<file path="config.mk">
export PLATFORM = sky130hd
export DESIGN_NAME = cluster_icn_cfg
export DESIGN_NICKNAME = d
export VERILOG_FILES = /design/src/common/cfg_bank_pkg.sv /design/src/hdl/cfg_word.sv /design/src/hdl/axil_slave_port.sv /design/src/hdl/cluster_icn_cfg.sv
export SDC_FILE = /design/constraint.sdc
export NUM_CORES = 1
export LEC_CHECK = 0
export BUFFER_PORTS_ARGS = -buffer_cell sky130_fd_sc_hd__buf_2
export CAP_MARGIN = 15
export CORE_MARGIN = 8
export CORE_UTILIZATION = 48
export DETAILED_ROUTE_END_ITERATION = 7
export PLACE_DENSITY = 0.89
export SYNTH_ARGS = -nofsm -noshare
export SYNTH_HDL_FRONTEND = slang
export SYNTH_SLANG_ARGS = --single-unit
</file>
<file path="constraint.sdc">
create_clock -name aclk -period 3.68 [get_ports aclk]
set_input_delay 1.104 -clock aclk [delete_from_list [all_inputs] [get_ports aclk]]
set_output_delay 1.104 -clock aclk [all_outputs]
set_load 0.05 [all_outputs]
</file>
<file path="src/common/cfg_bank_pkg.sv">
/*
  Constants, field layouts and carrier types for the cluster and
  interconnect configuration register bank.
  Assumes a 32-bit AXI4-Lite register bus and one clock domain.
*/
package cfg_bank_pkg;

  // ************************************************************
  // Bus and register map
  // ************************************************************
  localparam int ADDR_W = 12;
  localparam int DATA_W = 32;
  localparam int STRB_W = DATA_W / 8;
  localparam logic [ADDR_W-1:0] OFS_CLUSTER_0 = 12'h000;
  localparam logic [ADDR_W-1:0] OFS_CLUSTER_1 = 12'h004;
  localparam logic [ADDR_W-1:0] OFS_REGION_MAP = 12'h008;
  localparam logic [ADDR_W-1:0] OFS_ICN_1 = 12'h00C;
  localparam logic [1:0] RESP_OKAY = 2'h0;
  localparam logic [1:0] RESP_SLVERR = 2'h2;

  // ************************************************************
  // Writable masks and reset values
  // ************************************************************
  localparam logic [31:0] MASK_CLUSTER_0 = 32'h7777_770F;
  localparam logic [31:0] MASK_CLUSTER_1 = 32'h0003_F777;
  localparam logic [31:0] MASK_REGION_MAP = 32'hFFFF_FFFF;
  localparam logic [31:0] MASK_ICN_1 = 32'h01FF_FFFF;
  localparam logic [31:0] RST_CLUSTER_0 = 32'h7770_0000;
  localparam logic [31:0] RST_CLUSTER_1 = 32'h0001_8007;
  localparam logic [31:0] RST_REGION_MAP = 32'h5555_5500;
  localparam logic [31:0] RST_ICN_1 = 32'h0186_0038;

  // ************************************************************
  // Field positions
  // ************************************************************
  localparam int CORES = 3;
  localparam int C0_SEC_INV_LSB = 28;
  localparam int C0_NONINV_LSB = 24;
  localparam int C0_INV_LSB = 20;
  localparam int C0_EXC_STATE_LSB = 16;
  localparam int C0_HIVEC_LSB = 12;
  localparam int C0_BIGEND_LSB = 8;
  localparam int C0_CLUSTER_LSB = 0;
  localparam int CLUSTER_W = 4;
  localparam int C1_MAINT_BIT = 17;
  localparam int C1_OUTER_BIT = 16;
  localparam int C1_INNER_BIT = 15;
  localparam int C1_BARRIER_BIT = 14;
  localparam int C1_SNOOP_BIT = 13;
  localparam int C1_L2_INVAL_BIT = 12;
  localparam int C1_L1_INVAL_LSB = 8;
  localparam int C1_WLOCK_LSB = 4;
  localparam int C1_SEC_NONINV_LSB = 0;
  localparam int REGIONS = 16;
  localparam int REGION_FIELD_W = 2;
  localparam int LOW_REGIONS = 8;
  localparam int I1_NONINV_BIT = 24;
  localparam int I1_SEC_NONINV_BIT = 23;
  localparam int I1_REV_LSB = 19;
  localparam int REV_W = 4;
  localparam int I1_SNOOP_REQ_LSB = 14;
  localparam int I1_QOS_LSB = 9;
  localparam int SLAVE_PORTS = 5;
  localparam int I1_NONBUF_LSB = 6;
  localparam int I1_BARSTOP_LSB = 3;
  localparam int I1_MAINT_LSB = 0;
  localparam int MASTER_PORTS = 3;

  // ************************************************************
  // Address space of the region map
  // ************************************************************
  localparam int PROBE_W = 40;
  localparam int LOW_TOP_BIT = 32;
  localparam int LOW_REGION_LSB = 29;
  localparam logic [31:0] HIGH_VECTOR_BASE = 32'hFFFF_0000;

  // ************************************************************
  // Carrier types
  // ************************************************************
  typedef struct packed {
    logic [CORES-1:0] secure_invasive_dbg_en;
    logic [CORES-1:0] noninvasive_dbg_en;
    logic [CORES-1:0] invasive_dbg_en;
    logic [CORES-1:0] exception_state_sel;
    logic [CORES-1:0] high_vector_sel;
    logic [CORES-1:0] big_endian_sel;
    logic [CLUSTER_W-1:0] cluster_number_bus;
    logic maint_broadcast_en;
    logic outer_share_broadcast_en;
    logic inner_share_broadcast_en;
    logic barrier_broadcast_off;
    logic snoop_port_off;
    logic l2_reset_inval_off;
    logic [CORES-1:0] l1_reset_inval_off;
    logic [CORES-1:0] secure_reg_write_lock;
    logic [CORES-1:0] secure_noninvasive_dbg_en;
  } cluster_cfg_t;

  typedef struct packed {
    logic [REGIONS*REGION_FIELD_W-1:0] region_decode;
    logic noninvasive_dbg_en;
    logic secure_noninvasive_dbg_en;
    logic [REV_W-1:0] fix_revision;
    logic [SLAVE_PORTS-1:0] snoop_request_en;
    logic [SLAVE_PORTS-1:0] qos_force;
    logic [MASTER_PORTS-1:0] nonbuffer_force;
    logic [MASTER_PORTS-1:0] barrier_stop;
    logic [MASTER_PORTS-1:0] maint_broadcast_en;
  } icn_cfg_t;

endpackage

</file>
<file path="src/hdl/cfg_word.sv">
/*
  One 32-bit configuration word with byte strobes and a writable mask.
  Assumes a single-cycle write enable from the bus slave.
*/
module cfg_word #(
  parameter logic [31:0] RESET_VALUE = 32'h0000_0000,
  parameter logic [31:0] WRITE_MASK = 32'hFFFF_FFFF
) (
  input wire logic aclk,
  input wire logic aresetn,
  input wire logic wr_en,
  input wire logic [cfg_bank_pkg::DATA_W-1:0] wr_data,
  input wire logic [cfg_bank_pkg::STRB_W-1:0] wr_strb,
  output logic [cfg_bank_pkg::DATA_W-1:0] value_q
);

  logic [cfg_bank_pkg::DATA_W-1:0] value_d;

  // ************************************************************
  // Byte-lane merge, reserved bits held at zero
  // ************************************************************
  always_comb begin
    value_d = value_q;
    for (int b = 0; b < cfg_bank_pkg::STRB_W; b++) begin
      if (wr_en && wr_strb[b]) begin
        value_d[b*8 +: 8] = wr_data[b*8 +: 8] & WRITE_MASK[b*8 +: 8];
      end
    end
  end

  always_ff @(posedge aclk) begin
    if (!aresetn) begin
      value_q <= RESET_VALUE;
    end else begin
      value_q <= value_d;
    end
  end

endmodule

</file>
<file path="src/hdl/axil_slave_port.sv">
/*
  AXI4-Lite slave handshake: one write and one read at a time.
  Assumes the parent decodes addresses combinationally.
*/
module axil_slave_port (
  input wire logic aclk,
  input wire logic aresetn,
  input wire logic [cfg_bank_pkg::ADDR_W-1:0] s_axi_awaddr,
  input wire logic s_axi_awvalid,
  output logic s_axi_awready,
  input wire logic [cfg_bank_pkg::DATA_W-1:0] s_axi_wdata,
  input wire logic [cfg_bank_pkg::STRB_W-1:0] s_axi_wstrb,
  input wire logic s_axi_wvalid,
  output logic s_axi_wready,
  output logic [1:0] s_axi_bresp,
  output logic s_axi_bvalid,
  input wire logic s_axi_bready,
  input wire logic [cfg_bank_pkg::ADDR_W-1:0] s_axi_araddr,
  input wire logic s_axi_arvalid,
  output logic s_axi_arready,
  output logic [cfg_bank_pkg::DATA_W-1:0] s_axi_rdata,
  output logic [1:0] s_axi_rresp,
  output logic s_axi_rvalid,
  input wire logic s_axi_rready,
  output logic wr_en,
  output logic [cfg_bank_pkg::ADDR_W-1:0] wr_addr,
  output logic [cfg_bank_pkg::DATA_W-1:0] wr_data,
  output logic [cfg_bank_pkg::STRB_W-1:0] wr_strb,
  input wire logic wr_hit,
  output logic [cfg_bank_pkg::ADDR_W-1:0] rd_addr,
  input wire logic [cfg_bank_pkg::DATA_W-1:0] rd_data,
  input wire logic rd_hit
);

  logic aw_have_q;
  logic w_have_q;

  // ************************************************************
  // Write channels
  // ************************************************************
  assign s_axi_awready = !aw_have_q;
  assign s_axi_wready = !w_have_q;
  assign wr_en = aw_have_q && w_have_q && !s_axi_bvalid;

  always_ff @(posedge aclk) begin
    if (!aresetn) begin
      aw_have_q <= 1'b0;
      wr_addr <= '0;
    end else if (s_axi_awvalid && s_axi_awready) begin
      aw_have_q <= 1'b1;
      wr_addr <= s_axi_awaddr;
    end else if (wr_en) begin
      aw_have_q <= 1'b0;
    end
  end

  always_ff @(posedge aclk) begin
    if (!aresetn) begin
      w_have_q <= 1'b0;
      wr_data <= '0;
      wr_strb <= '0;
    end else if (s_axi_wvalid && s_axi_wready) begin
      w_have_q <= 1'b1;
      wr_data <= s_axi_wdata;
      wr_strb <= s_axi_wstrb;
    end else if (wr_en) begin
      w_have_q <= 1'b0;
    end
  end

  always_ff @(posedge aclk) begin
    if (!aresetn) begin
      s_axi_bvalid <= 1'b0;
      s_axi_bresp <= cfg_bank_pkg::RESP_OKAY;
    end else if (wr_en) begin
      s_axi_bvalid <= 1'b1;
      s_axi_bresp <= wr_hit ? cfg_bank_pkg::RESP_OKAY : cfg_bank_pkg::RESP_SLVERR;
    end else if (s_axi_bready) begin
      s_axi_bvalid <= 1'b0;
    end
  end

  // ************************************************************
  // Read channels
  // ************************************************************
  assign s_axi_arready = !s_axi_rvalid;
  assign rd_addr = s_axi_araddr;

  always_ff @(posedge aclk) begin
    if (!aresetn) begin
      s_axi_rvalid <= 1'b0;
      s_axi_rdata <= '0;
      s_axi_rresp <= cfg_bank_pkg::RESP_OKAY;
    end else if (s_axi_arvalid && s_axi_arready) begin
      s_axi_rvalid <= 1'b1;
      s_axi_rdata <= rd_data;
      s_axi_rresp <= rd_hit ? cfg_bank_pkg::RESP_OKAY : cfg_bank_pkg::RESP_SLVERR;
    end else if (s_axi_rready) begin
      s_axi_rvalid <= 1'b0;
    end
  end

endmodule

</file>
<file path="src/hdl/cluster_icn_cfg.sv">
/*
  Configuration register bank for a three-core cluster and a coherent
  interconnect, reached over AXI4-Lite, with a region-map lookup port.
  Assumes one clock, synchronous active-low reset, synchronous inputs.
*/
// Added by the designer: the address map and the AXI4-Lite register port.
module cluster_icn_cfg #(
  parameter logic [cfg_bank_pkg::CLUSTER_W-1:0] CLUSTER_NUMBER = 4'h1,
  // Arbitrary neutral revision value
  parameter logic [cfg_bank_pkg::REV_W-1:0] FIX_REVISION = 4'h5
) (
  input wire logic aclk,
  input wire logic aresetn,
  input wire logic [cfg_bank_pkg::ADDR_W-1:0] s_axi_awaddr,
  input wire logic [2:0] s_axi_awprot,
  input wire logic s_axi_awvalid,
  output logic s_axi_awready,
  input wire logic [cfg_bank_pkg::DATA_W-1:0] s_axi_wdata,
  input wire logic [cfg_bank_pkg::STRB_W-1:0] s_axi_wstrb,
  input wire logic s_axi_wvalid,
  output logic s_axi_wready,
  output logic [1:0] s_axi_bresp,
  output logic s_axi_bvalid,
  input wire logic s_axi_bready,
  input wire logic [cfg_bank_pkg::ADDR_W-1:0] s_axi_araddr,
  input wire logic [2:0] s_axi_arprot,
  input wire logic s_axi_arvalid,
  output logic s_axi_arready,
  output logic [cfg_bank_pkg::DATA_W-1:0] s_axi_rdata,
  output logic [1:0] s_axi_rresp,
  output logic s_axi_rvalid,
  input wire logic s_axi_rready,
  output cfg_bank_pkg::cluster_cfg_t cluster_cfg,
  output cfg_bank_pkg::icn_cfg_t icn_cfg,
  output logic [cfg_bank_pkg::DATA_W-1:0] vector_base [cfg_bank_pkg::CORES],
  input wire logic [cfg_bank_pkg::PROBE_W-1:0] probe_addr,
  output logic [3:0] probe_region_q,
  output logic [cfg_bank_pkg::REGION_FIELD_W-1:0] probe_target_q
);

  // ************************************************************
  // Local types and helpers
  // ************************************************************
  localparam int NREGS = 4;
  typedef logic [cfg_bank_pkg::DATA_W-1:0] word_t;

  // Word index of a mapped byte address, or NREGS when unmapped
  function automatic logic [2:0] reg_index(input logic [cfg_bank_pkg::ADDR_W-1:0] a);
    logic [2:0] idx;
    idx = 3'(NREGS);
    unique case (a)
      cfg_bank_pkg::OFS_CLUSTER_0: idx = 3'h0;
      cfg_bank_pkg::OFS_CLUSTER_1: idx = 3'h1;
      cfg_bank_pkg::OFS_REGION_MAP: idx = 3'h2;
      cfg_bank_pkg::OFS_ICN_1: idx = 3'h3;
      default: idx = 3'(NREGS);
    endcase
    return idx;
  endfunction

  // Region number of a byte address in the forty-bit map
  function automatic logic [3:0] region_of(input logic [cfg_bank_pkg::PROBE_W-1:0] a);
    logic [3:0] r;
    r = {1'b0, a[cfg_bank_pkg::LOW_TOP_BIT-1:cfg_bank_pkg::LOW_REGION_LSB]};
    for (int i = 0; i < cfg_bank_pkg::PROBE_W - cfg_bank_pkg::LOW_TOP_BIT; i++) begin
      if (a[cfg_bank_pkg::LOW_TOP_BIT + i]) begin
        r = 4'(cfg_bank_pkg::LOW_REGIONS + i);
      end
    end
    return r;
  endfunction

  // Vector base chosen by one select bit
  function automatic word_t vector_of(input logic hi);
    return hi ? cfg_bank_pkg::HIGH_VECTOR_BASE : 32'h0000_0000;
  endfunction

  // ************************************************************
  // Bus slave
  // ************************************************************
  logic wr_en;
  logic [cfg_bank_pkg::ADDR_W-1:0] wr_addr;
  word_t wr_data;
  logic [cfg_bank_pkg::STRB_W-1:0] wr_strb;
  logic [cfg_bank_pkg::ADDR_W-1:0] rd_addr;
  word_t rd_data;
  logic [2:0] wr_idx;
  logic [2:0] rd_idx;
  word_t regs [NREGS];

  assign wr_idx = reg_index(wr_addr);
  assign rd_idx = reg_index(rd_addr);

  axil_slave_port u_port (
    .aclk(aclk),
    .aresetn(aresetn),
    .s_axi_awaddr(s_axi_awaddr),
    .s_axi_awvalid(s_axi_awvalid),
    .s_axi_awready(s_axi_awready),
    .s_axi_wdata(s_axi_wdata),
    .s_axi_wstrb(s_axi_wstrb),
    .s_axi_wvalid(s_axi_wvalid),
    .s_axi_wready(s_axi_wready),
    .s_axi_bresp(s_axi_bresp),
    .s_axi_bvalid(s_axi_bvalid),
    .s_axi_bready(s_axi_bready),
    .s_axi_araddr(s_axi_araddr),
    .s_axi_arvalid(s_axi_arvalid),
    .s_axi_arready(s_axi_arready),
    .s_axi_rdata(s_axi_rdata),
    .s_axi_rresp(s_axi_rresp),
    .s_axi_rvalid(s_axi_rvalid),
    .s_axi_rready(s_axi_rready),
    .wr_en(wr_en),
    .wr_addr(wr_addr),
    .wr_data(wr_data),
    .wr_strb(wr_strb),
    .wr_hit(wr_idx != 3'(NREGS)),
    .rd_addr(rd_addr),
    .rd_data(rd_data),
    .rd_hit(rd_idx != 3'(NREGS))
  );

  // Reserved bits read as zero, unmapped reads return zero
  always_comb begin
    rd_data = 32'h0000_0000;
    if (rd_idx != 3'(NREGS)) begin
      rd_data = regs[rd_idx[1:0]];
    end
  end

  // ************************************************************
  // Register words
  // ************************************************************
  localparam word_t RST_C0 = cfg_bank_pkg::RST_CLUSTER_0
    | (word_t'(CLUSTER_NUMBER) << cfg_bank_pkg::C0_CLUSTER_LSB);
  localparam word_t RST_I1 = cfg_bank_pkg::RST_ICN_1
    | (word_t'(FIX_REVISION) << cfg_bank_pkg::I1_REV_LSB);

  // debug enables reset to all ones in these defaults
  cfg_word #(.RESET_VALUE(RST_C0), .WRITE_MASK(cfg_bank_pkg::MASK_CLUSTER_0)) u_c0 (
    .aclk(aclk),
    .aresetn(aresetn),
    .wr_en(wr_en && wr_idx == 3'h0),
    .wr_data(wr_data),
    .wr_strb(wr_strb),
    .value_q(regs[0])
  );

  cfg_word #(.RESET_VALUE(cfg_bank_pkg::RST_CLUSTER_1),
    .WRITE_MASK(cfg_bank_pkg::MASK_CLUSTER_1)) u_c1 (
    .aclk(aclk),
    .aresetn(aresetn),
    .wr_en(wr_en && wr_idx == 3'h1),
    .wr_data(wr_data),
    .wr_strb(wr_strb),
    .value_q(regs[1])
  );

  // Region defaults: 01 from region 4 upward
  cfg_word #(.RESET_VALUE(cfg_bank_pkg::RST_REGION_MAP),
    .WRITE_MASK(cfg_bank_pkg::MASK_REGION_MAP)) u_map (
    .aclk(aclk),
    .aresetn(aresetn),
    .wr_en(wr_en && wr_idx == 3'h2),
    .wr_data(wr_data),
    .wr_strb(wr_strb),
    .value_q(regs[2])
  );

  cfg_word #(.RESET_VALUE(RST_I1), .WRITE_MASK(cfg_bank_pkg::MASK_ICN_1)) u_i1 (
    .aclk(aclk),
    .aresetn(aresetn),
    .wr_en(wr_en && wr_idx == 3'h3),
    .wr_data(wr_data),
    .wr_strb(wr_strb),
    .value_q(regs[3])
  );

  // ************************************************************
  // Cluster outputs
  // ************************************************************
  localparam int N = cfg_bank_pkg::CORES;

  always_comb begin
    cluster_cfg.secure_invasive_dbg_en = regs[0][cfg_bank_pkg::C0_SEC_INV_LSB +: N];
    cluster_cfg.noninvasive_dbg_en = regs[0][cfg_bank_pkg::C0_NONINV_LSB +: N];
    cluster_cfg.invasive_dbg_en = regs[0][cfg_bank_pkg::C0_INV_LSB +: N];
    cluster_cfg.exception_state_sel = regs[0][cfg_bank_pkg::C0_EXC_STATE_LSB +: N];
    cluster_cfg.high_vector_sel = regs[0][cfg_bank_pkg::C0_HIVEC_LSB +: N];
    cluster_cfg.big_endian_sel = regs[0][cfg_bank_pkg::C0_BIGEND_LSB +: N];
    cluster_cfg.cluster_number_bus =
      regs[0][cfg_bank_pkg::C0_CLUSTER_LSB +: cfg_bank_pkg::CLUSTER_W];
    cluster_cfg.maint_broadcast_en = regs[1][cfg_bank_pkg::C1_MAINT_BIT];
    cluster_cfg.outer_share_broadcast_en = regs[1][cfg_bank_pkg::C1_OUTER_BIT];
    cluster_cfg.inner_share_broadcast_en = regs[1][cfg_bank_pkg::C1_INNER_BIT];
    cluster_cfg.barrier_broadcast_off = regs[1][cfg_bank_pkg::C1_BARRIER_BIT];
    cluster_cfg.snoop_port_off = regs[1][cfg_bank_pkg::C1_SNOOP_BIT];
    cluster_cfg.l2_reset_inval_off = regs[1][cfg_bank_pkg::C1_L2_INVAL_BIT];
    cluster_cfg.l1_reset_inval_off = regs[1][cfg_bank_pkg::C1_L1_INVAL_LSB +: N];
    cluster_cfg.secure_reg_write_lock = regs[1][cfg_bank_pkg::C1_WLOCK_LSB +: N];
    cluster_cfg.secure_noninvasive_dbg_en =
      regs[1][cfg_bank_pkg::C1_SEC_NONINV_LSB +: N];
  end

  // Per-core reset vector address
  always_comb begin
    for (int c = 0; c < N; c++) begin
      vector_base[c] = vector_of(cluster_cfg.high_vector_sel[c]);
    end
  end

  // ************************************************************
  // Interconnect outputs
  // ************************************************************
  localparam int M = cfg_bank_pkg::MASTER_PORTS;
  localparam int S = cfg_bank_pkg::SLAVE_PORTS;

  always_comb begin
    icn_cfg.region_decode = regs[2];
    icn_cfg.noninvasive_dbg_en = regs[3][cfg_bank_pkg::I1_NONINV_BIT];
    icn_cfg.secure_noninvasive_dbg_en = regs[3][cfg_bank_pkg::I1_SEC_NONINV_BIT];
    icn_cfg.fix_revision = regs[3][cfg_bank_pkg::I1_REV_LSB +: cfg_bank_pkg::REV_W];
    icn_cfg.snoop_request_en = regs[3][cfg_bank_pkg::I1_SNOOP_REQ_LSB +: S];
    icn_cfg.qos_force = regs[3][cfg_bank_pkg::I1_QOS_LSB +: S];
    icn_cfg.nonbuffer_force = regs[3][cfg_bank_pkg::I1_NONBUF_LSB +: M];
    icn_cfg.barrier_stop = regs[3][cfg_bank_pkg::I1_BARSTOP_LSB +: M];
    icn_cfg.maint_broadcast_en = regs[3][cfg_bank_pkg::I1_MAINT_LSB +: M];
  end

  // ************************************************************
  // Region lookup
  // ************************************************************
  logic [3:0] probe_region_d;

  assign probe_region_d = region_of(probe_addr);

  always_ff @(posedge aclk) begin
    if (!aresetn) begin
      probe_region_q <= 4'h0;
    end else begin
      probe_region_q <= probe_region_d;
    end
  end

  always_ff @(posedge aclk) begin
    if (!aresetn) begin
      probe_target_q <= 2'h0;
    end else begin
      probe_target_q <= regs[2][probe_region_d * cfg_bank_pkg::REGION_FIELD_W +:
        cfg_bank_pkg::REGION_FIELD_W];
    end
  end

endmodule

</file>
### Yosys cells after proc, flatten, opt, wreduce, memory -nomap -nowiden

Index checks and enable logic that the tools add are counted.

* magnitude comparators: 1
* equal/unequal tests: 11
* shift operators: 1
* muxes and demuxes: 26
* bitwise operators: 1
* reduce and logical (&&, ||, !) cells: 35

Operators by type and width (number)
* two-way mux 32 bit: 6
* binary-select mux 32 bit (select 2 bit): 1
* equality test 12 x 4 -> 1 bit, second input constant: 4
* two-way mux 4 bit: 8
* variable part select 32 x 6 -> 2 bit: 1
* equality test 12 x 3 -> 1 bit, second input constant: 2
* logical AND 1 bit: 24
* zero test 12 bit: 2
* case mux 3 bit (4 select lines): 2
* nonzero test 2 bit: 4
* two-way mux 1 bit: 7
* equality test 3 x 2 -> 1 bit, second input constant: 2
* != test 3 bit, second input constant: 2
* zero test 1 bit: 4
* two-way mux 2 bit: 2
* equality test 3 x 1 -> 1 bit, second input constant: 1
* >= comparator 3 bit, second input constant: 1
* zero test 3 bit: 1
* NOT 2 -> 3 bit: 1

* flip-flop bits (word level): 188
* input port bits: 113
* logic and storage cells: 102

### Logic depth before layout (Yosys ltp)

* depth after elaboration: 9
* depth in mapped cells: 9
* depth with buffers taken out: 6

### By module

Synthesis repeated with hierarchy kept, for this count alone.

* cell total of the unflattened synthesis: 1107
* area total of the unflattened synthesis: 10164.7 um^2

Modules (own cells, without submodules)
* axil_slave_port: instances 1, cells each 390, area an instance 3378.2 um^2
* cluster_icn_cfg: instances 1, cells each 244, area an instance 2352.3 um^2
* cfg_word at u_map: instances 1, cells each 150, area an instance 1448.9 um^2
* cfg_word at u_i1: instances 1, cells each 125, area an instance 1186.1 um^2
* cfg_word at u_c0: instances 1, cells each 111, area an instance 996.0 um^2
* cfg_word at u_c1: instances 1, cells each 87, area an instance 803.3 um^2

### Worst setup path before layout

Ideal clock, no wire load.

* path type: input port to flip-flop
* from: in s_axi_araddr[5] (netlist name)
* to: reg u_port.s_axi_rdata[13] (netlist name)
* library setup time: 0.117 ns
* data arrival time: 2.836 ns
* slack: 0.728 ns
* stages: 7
* buffers on the path: 2
* path through: or4_4 > or4_4 > buf_6 > buf_6 > o221ai_1 > o21ai_1 > a22o_1

* cells in the longest elaborated chain, start to end: 7
* elaborated cells between the ends (all ways): 11
* classes of those cells: 4 x eq/ne; 5 x mux; 1 x bitwise; 1 x reduce/logical

Ends and longest elaborated chain
* from (decl): line cluster_icn_cfg.sv:25 `input wire logic [cfg_bank_pkg::ADDR_W-1:0] s_axi_araddr,`
* equality test 12 x 4 -> 1 bit (tied with other cells): line cluster_icn_cfg.sv:51 `unique case (a)`
* case mux 3 bit (4 select lines) (*): line cluster_icn_cfg.sv:51
* NOT 2 -> 3 bit (not written as such): line cluster_icn_cfg.sv:128 `rd_data = regs[rd_idx[1:0]];`
* binary-select mux 32 bit (select 2 bit): line cluster_icn_cfg.sv:128
* two-way mux 32 bit (not written as such) (2 in a row): line cluster_icn_cfg.sv:128
* two-way mux 32 bit (*): line cluster_icn_cfg.sv:127 `if (rd_idx != 3'(NREGS)) begin`
* to (signal assigned): line axil_slave_port.sv:96 `s_axi_rdata <= rd_data;`
* to (decl): line axil_slave_port.sv:21 `output logic [cfg_bank_pkg::DATA_W-1:0] s_axi_rdata,`

Every way passes the cells marked *; elsewhere a longest branch is shown, timed or not. The select of a mux whose other input is x is not followed.
A chain may end at the register's enable or synchronous reset.

### Final worst setup path

* from: in s_axi_araddr[5] (netlist name)
* to: reg u_port.s_axi_rdata[5] (netlist name)

Same word-level chain as after synthesis.

==> results.json <==
{
  "synth_edf_count": 0,
  "avgViaCountPerCell": 5.47,
  "cap_viol_max_count": 0,
  "fill_cells": 1582,
  "drt_iter0_markers": 829,
  "setup_viol": 0,
  "die_h_um": 148,
  "route.vias.total": 8099,
  "pin_count": 350,
  "ant_nets": 0,
  "cts-resized-gates": 0,
  "portBuffers": 264,
  "total_power_uw": 4310,
  "post-route-period-util_pct": 76.7,
  "wirelength_mm": 27.5,
  "cp_max_fo": 23,
  "dp_worst_setup_slack_ps": 439,
  "cts_sinks": 186,
  "first_global_vias": 7618,
  "max_stage_delay_ps": 690,
  "crit_path_top_delay_cell": "or4_4",
  "gr-total-overflow": 0,
  "multi_input_area_um2": 3750,
  "initial_utilization_pct": 48.7,
  "syn_inst": 1056,
  "drcViolationCount": 0,
  "synth_common_cells": "nand2_1, dfxtp_1, a21oi_1",
  "synth_ff_type": "dfxtp_1",
  "fmax_mhz": 354,
  "synth_area_um2": 8370,
  "status": "completed",
  "crit_path_end_kind": "flip-flop",
  "register_area_um2": 3720,
  "cts-hold-fix-buffers": 0,
  "dieArea_um2": 21900,
  "layout_setup_ws_ps": 859,
  "crit_chain": "buf_2 -> or4_4 -> or4_4 -> a21oi_4 -> nand2_1 -> a21o_1 -> a21oi_1",
  "ctsRootBufferMaster": "clkbuf_16",
  "synthArstFlopShare_pct": 0,
  "skew_ps": 9.43,
  "clkTransAtPathRegs_ps": 60,
  "grt_max_degree": 61,
  "yosysSeqAreaShare_pct": 44.5,
  "ys_ff_latch": 186,
  "cp-start-kind": "primary input",
  "die_width_um": 148,
  "yosysTopAreaCell": "dfxtp_1",
  "nets": 1354,
  "cts_tree": "done",
  "grt_setup_unrepaired": "false",
  "hold_viol_final": 0,
  "critical_path_arrival_ps": 3170,
  "p_per_area_nw_per_um2": 438,
  "drive_gt1_share_pct": 25.9,
  "grt_pass1_wl_mm": 42.0,
  "dr.pass1.iters": 6,
  "power_leakage_uw": 0.00438,
  "cts_setup_buffers": 0,
  "crit_type": "in -> reg",
  "antenna_found_initial": 9,
  "fp-row-count": 48,
  "area_delta_synth_final_pct": 17.8,
  "cts_buffers": 17,
  "core_um2": 17200,
  "clk_latency_ps": 430,
  "crit_required_ps": 4030,
  "htree_levels": 4,
  "relSlewSlack_pct": 47.3,
  "fin_tns_setup_ps": 0,
  "cp_common_cell": "or4_4",
  "slew_violations": 0,
  "hold_path.class": "reg -> reg",
  "tightest_slew_ps": 787,
  "power.ir.vdd_worst_mv": 0.375,
  "grt_usage_pct": 24.1,
  "synth_most_common_cell": "nand2_1",
  "yosys-top-cells-area": "dfxtp_1, nand2_1, buf_4",
  "hpwl_mm": 21.0,
  "wl_per_cell_um": 18.6,
  "yosysWarningCount": 0,
  "gp_congestion": 0.901,
  "period_needed_ps": 2820,
  "syn_avg_cell_area_um2": 7.93,
  "synthDistinctLibCells": 55,
  "clockBufferDepth": 2,
  "synth_top_area_share_pct": 44.5
}
## layer usage
| layer | global-route usage, % | vias to the layer above | share of wire (%) |
|---|---|---|---|
| li1 | - | 3831 | - |
| met1 | 29.0 | 3694 | 39 |
| met2 | 37.0 | 465 | 45 |
| met3 | 9.60 | 95 | 12 |
| met4 | 11.5 | 14 | 4.2 |
| met5 | 0 | - | 0.26 |
## sequential cells by signal, summed over array words and instances (netlist names), 2 cells and up
register / cells
u_port.wr_addr: 12
probe_target_q: 2
u_port.wr_data: 32
u_map.value_q: 32
u_c1.value_q: 15
u_i1.value_q: 25
u_port.s_axi_rdata: 32
u_port.wr_strb: 4
probe_region_q: 4
u_c0.value_q: 22
## through the flow
step	util (%)	std cells	hold WS (ps)	instance area (um^2)
global route	57.4	1479	475	9850
CTS	57.3	1477	452	9850
finish	57.4	1481	452	9860
detailed placement	54.0	1447	445	9270
floorplan	-	1105	436	8550
global placement	54.0	1447	439	9270
## worst max-delay path, delay by kind of cell
family	cells	cell delay [ps]
and+or+nand+nor	3	1360
buffers and inverters	1	90
AOI/OAI and AO/OA	3	610
## cell families after synthesis
logic type / share of synthesized area [%]
buffers and inverters: 13.1
AND/OR/NAND/NOR: 22.6
multiplexers: 2.27
AO/OA/AOI/OAI: 17.6
other: 0.0448
flip-flops: 44.5
## worst paths after layout
kind                                             start                     end  slack [ps]  cells past startpoint
worst max-delay path                   s_axi_araddr[5]   u_port.s_axi_rdata[5]         860                      7
worst min-delay path            u_port.s_axi_rdata[15]  u_port.s_axi_rdata[15]         450                      2
worst max register to register      u_port.wr_addr[11]         u_c1.value_q[4]        1380                      6
worst min register to register  u_port.s_axi_rdata[15]  u_port.s_axi_rdata[15]         450                      2
## where the power goes
| part | internal [uW] | switching, uW |
|---|---|---|
| logic | 88.7 | 307 |
| clock network | 1060 | 753 |
| registers | 2050 | 48.0 |
## layout by cell type (no fill, tap or decap), types with 4 or more instances in the layout
cell type    n
o21ai_0     12
nand2_1    272
mux2i_1     19
nor4_1       4
o221ai_1    15
and2_1      14
nor3_1       7
a21o_1       7
a2bb2oi_1    4
a32oi_1      5
o21ai_1     12
a21oi_1    132
nand3_1     81
clkbuf_16   17
o211ai_1     5
clkbuf_8     4
nor2b_1      4
o221a_2      4
buf_4       16
nand4_1      4
nor2_1      32
buf_2      264
a22o_1      14
diode_2      4
dfxtp_1    186
conb_1      50
a211oi_1     4
inv_1       17
clkinv_2     4
## area by class of cell
type / instances / share of cell area (%)
diodes: 4 / 0.102
clock buffers: 23 / 4.95
clock inverters: 7 / 0.927
inverters: 18 / 0.698
multi-input cells: 738 / 38.1
flip-flops and latches: 186 / 37.8
well taps: 225 / 2.86
repair buffers: 280 / 14.6
(Power assumes the default switching activity.)
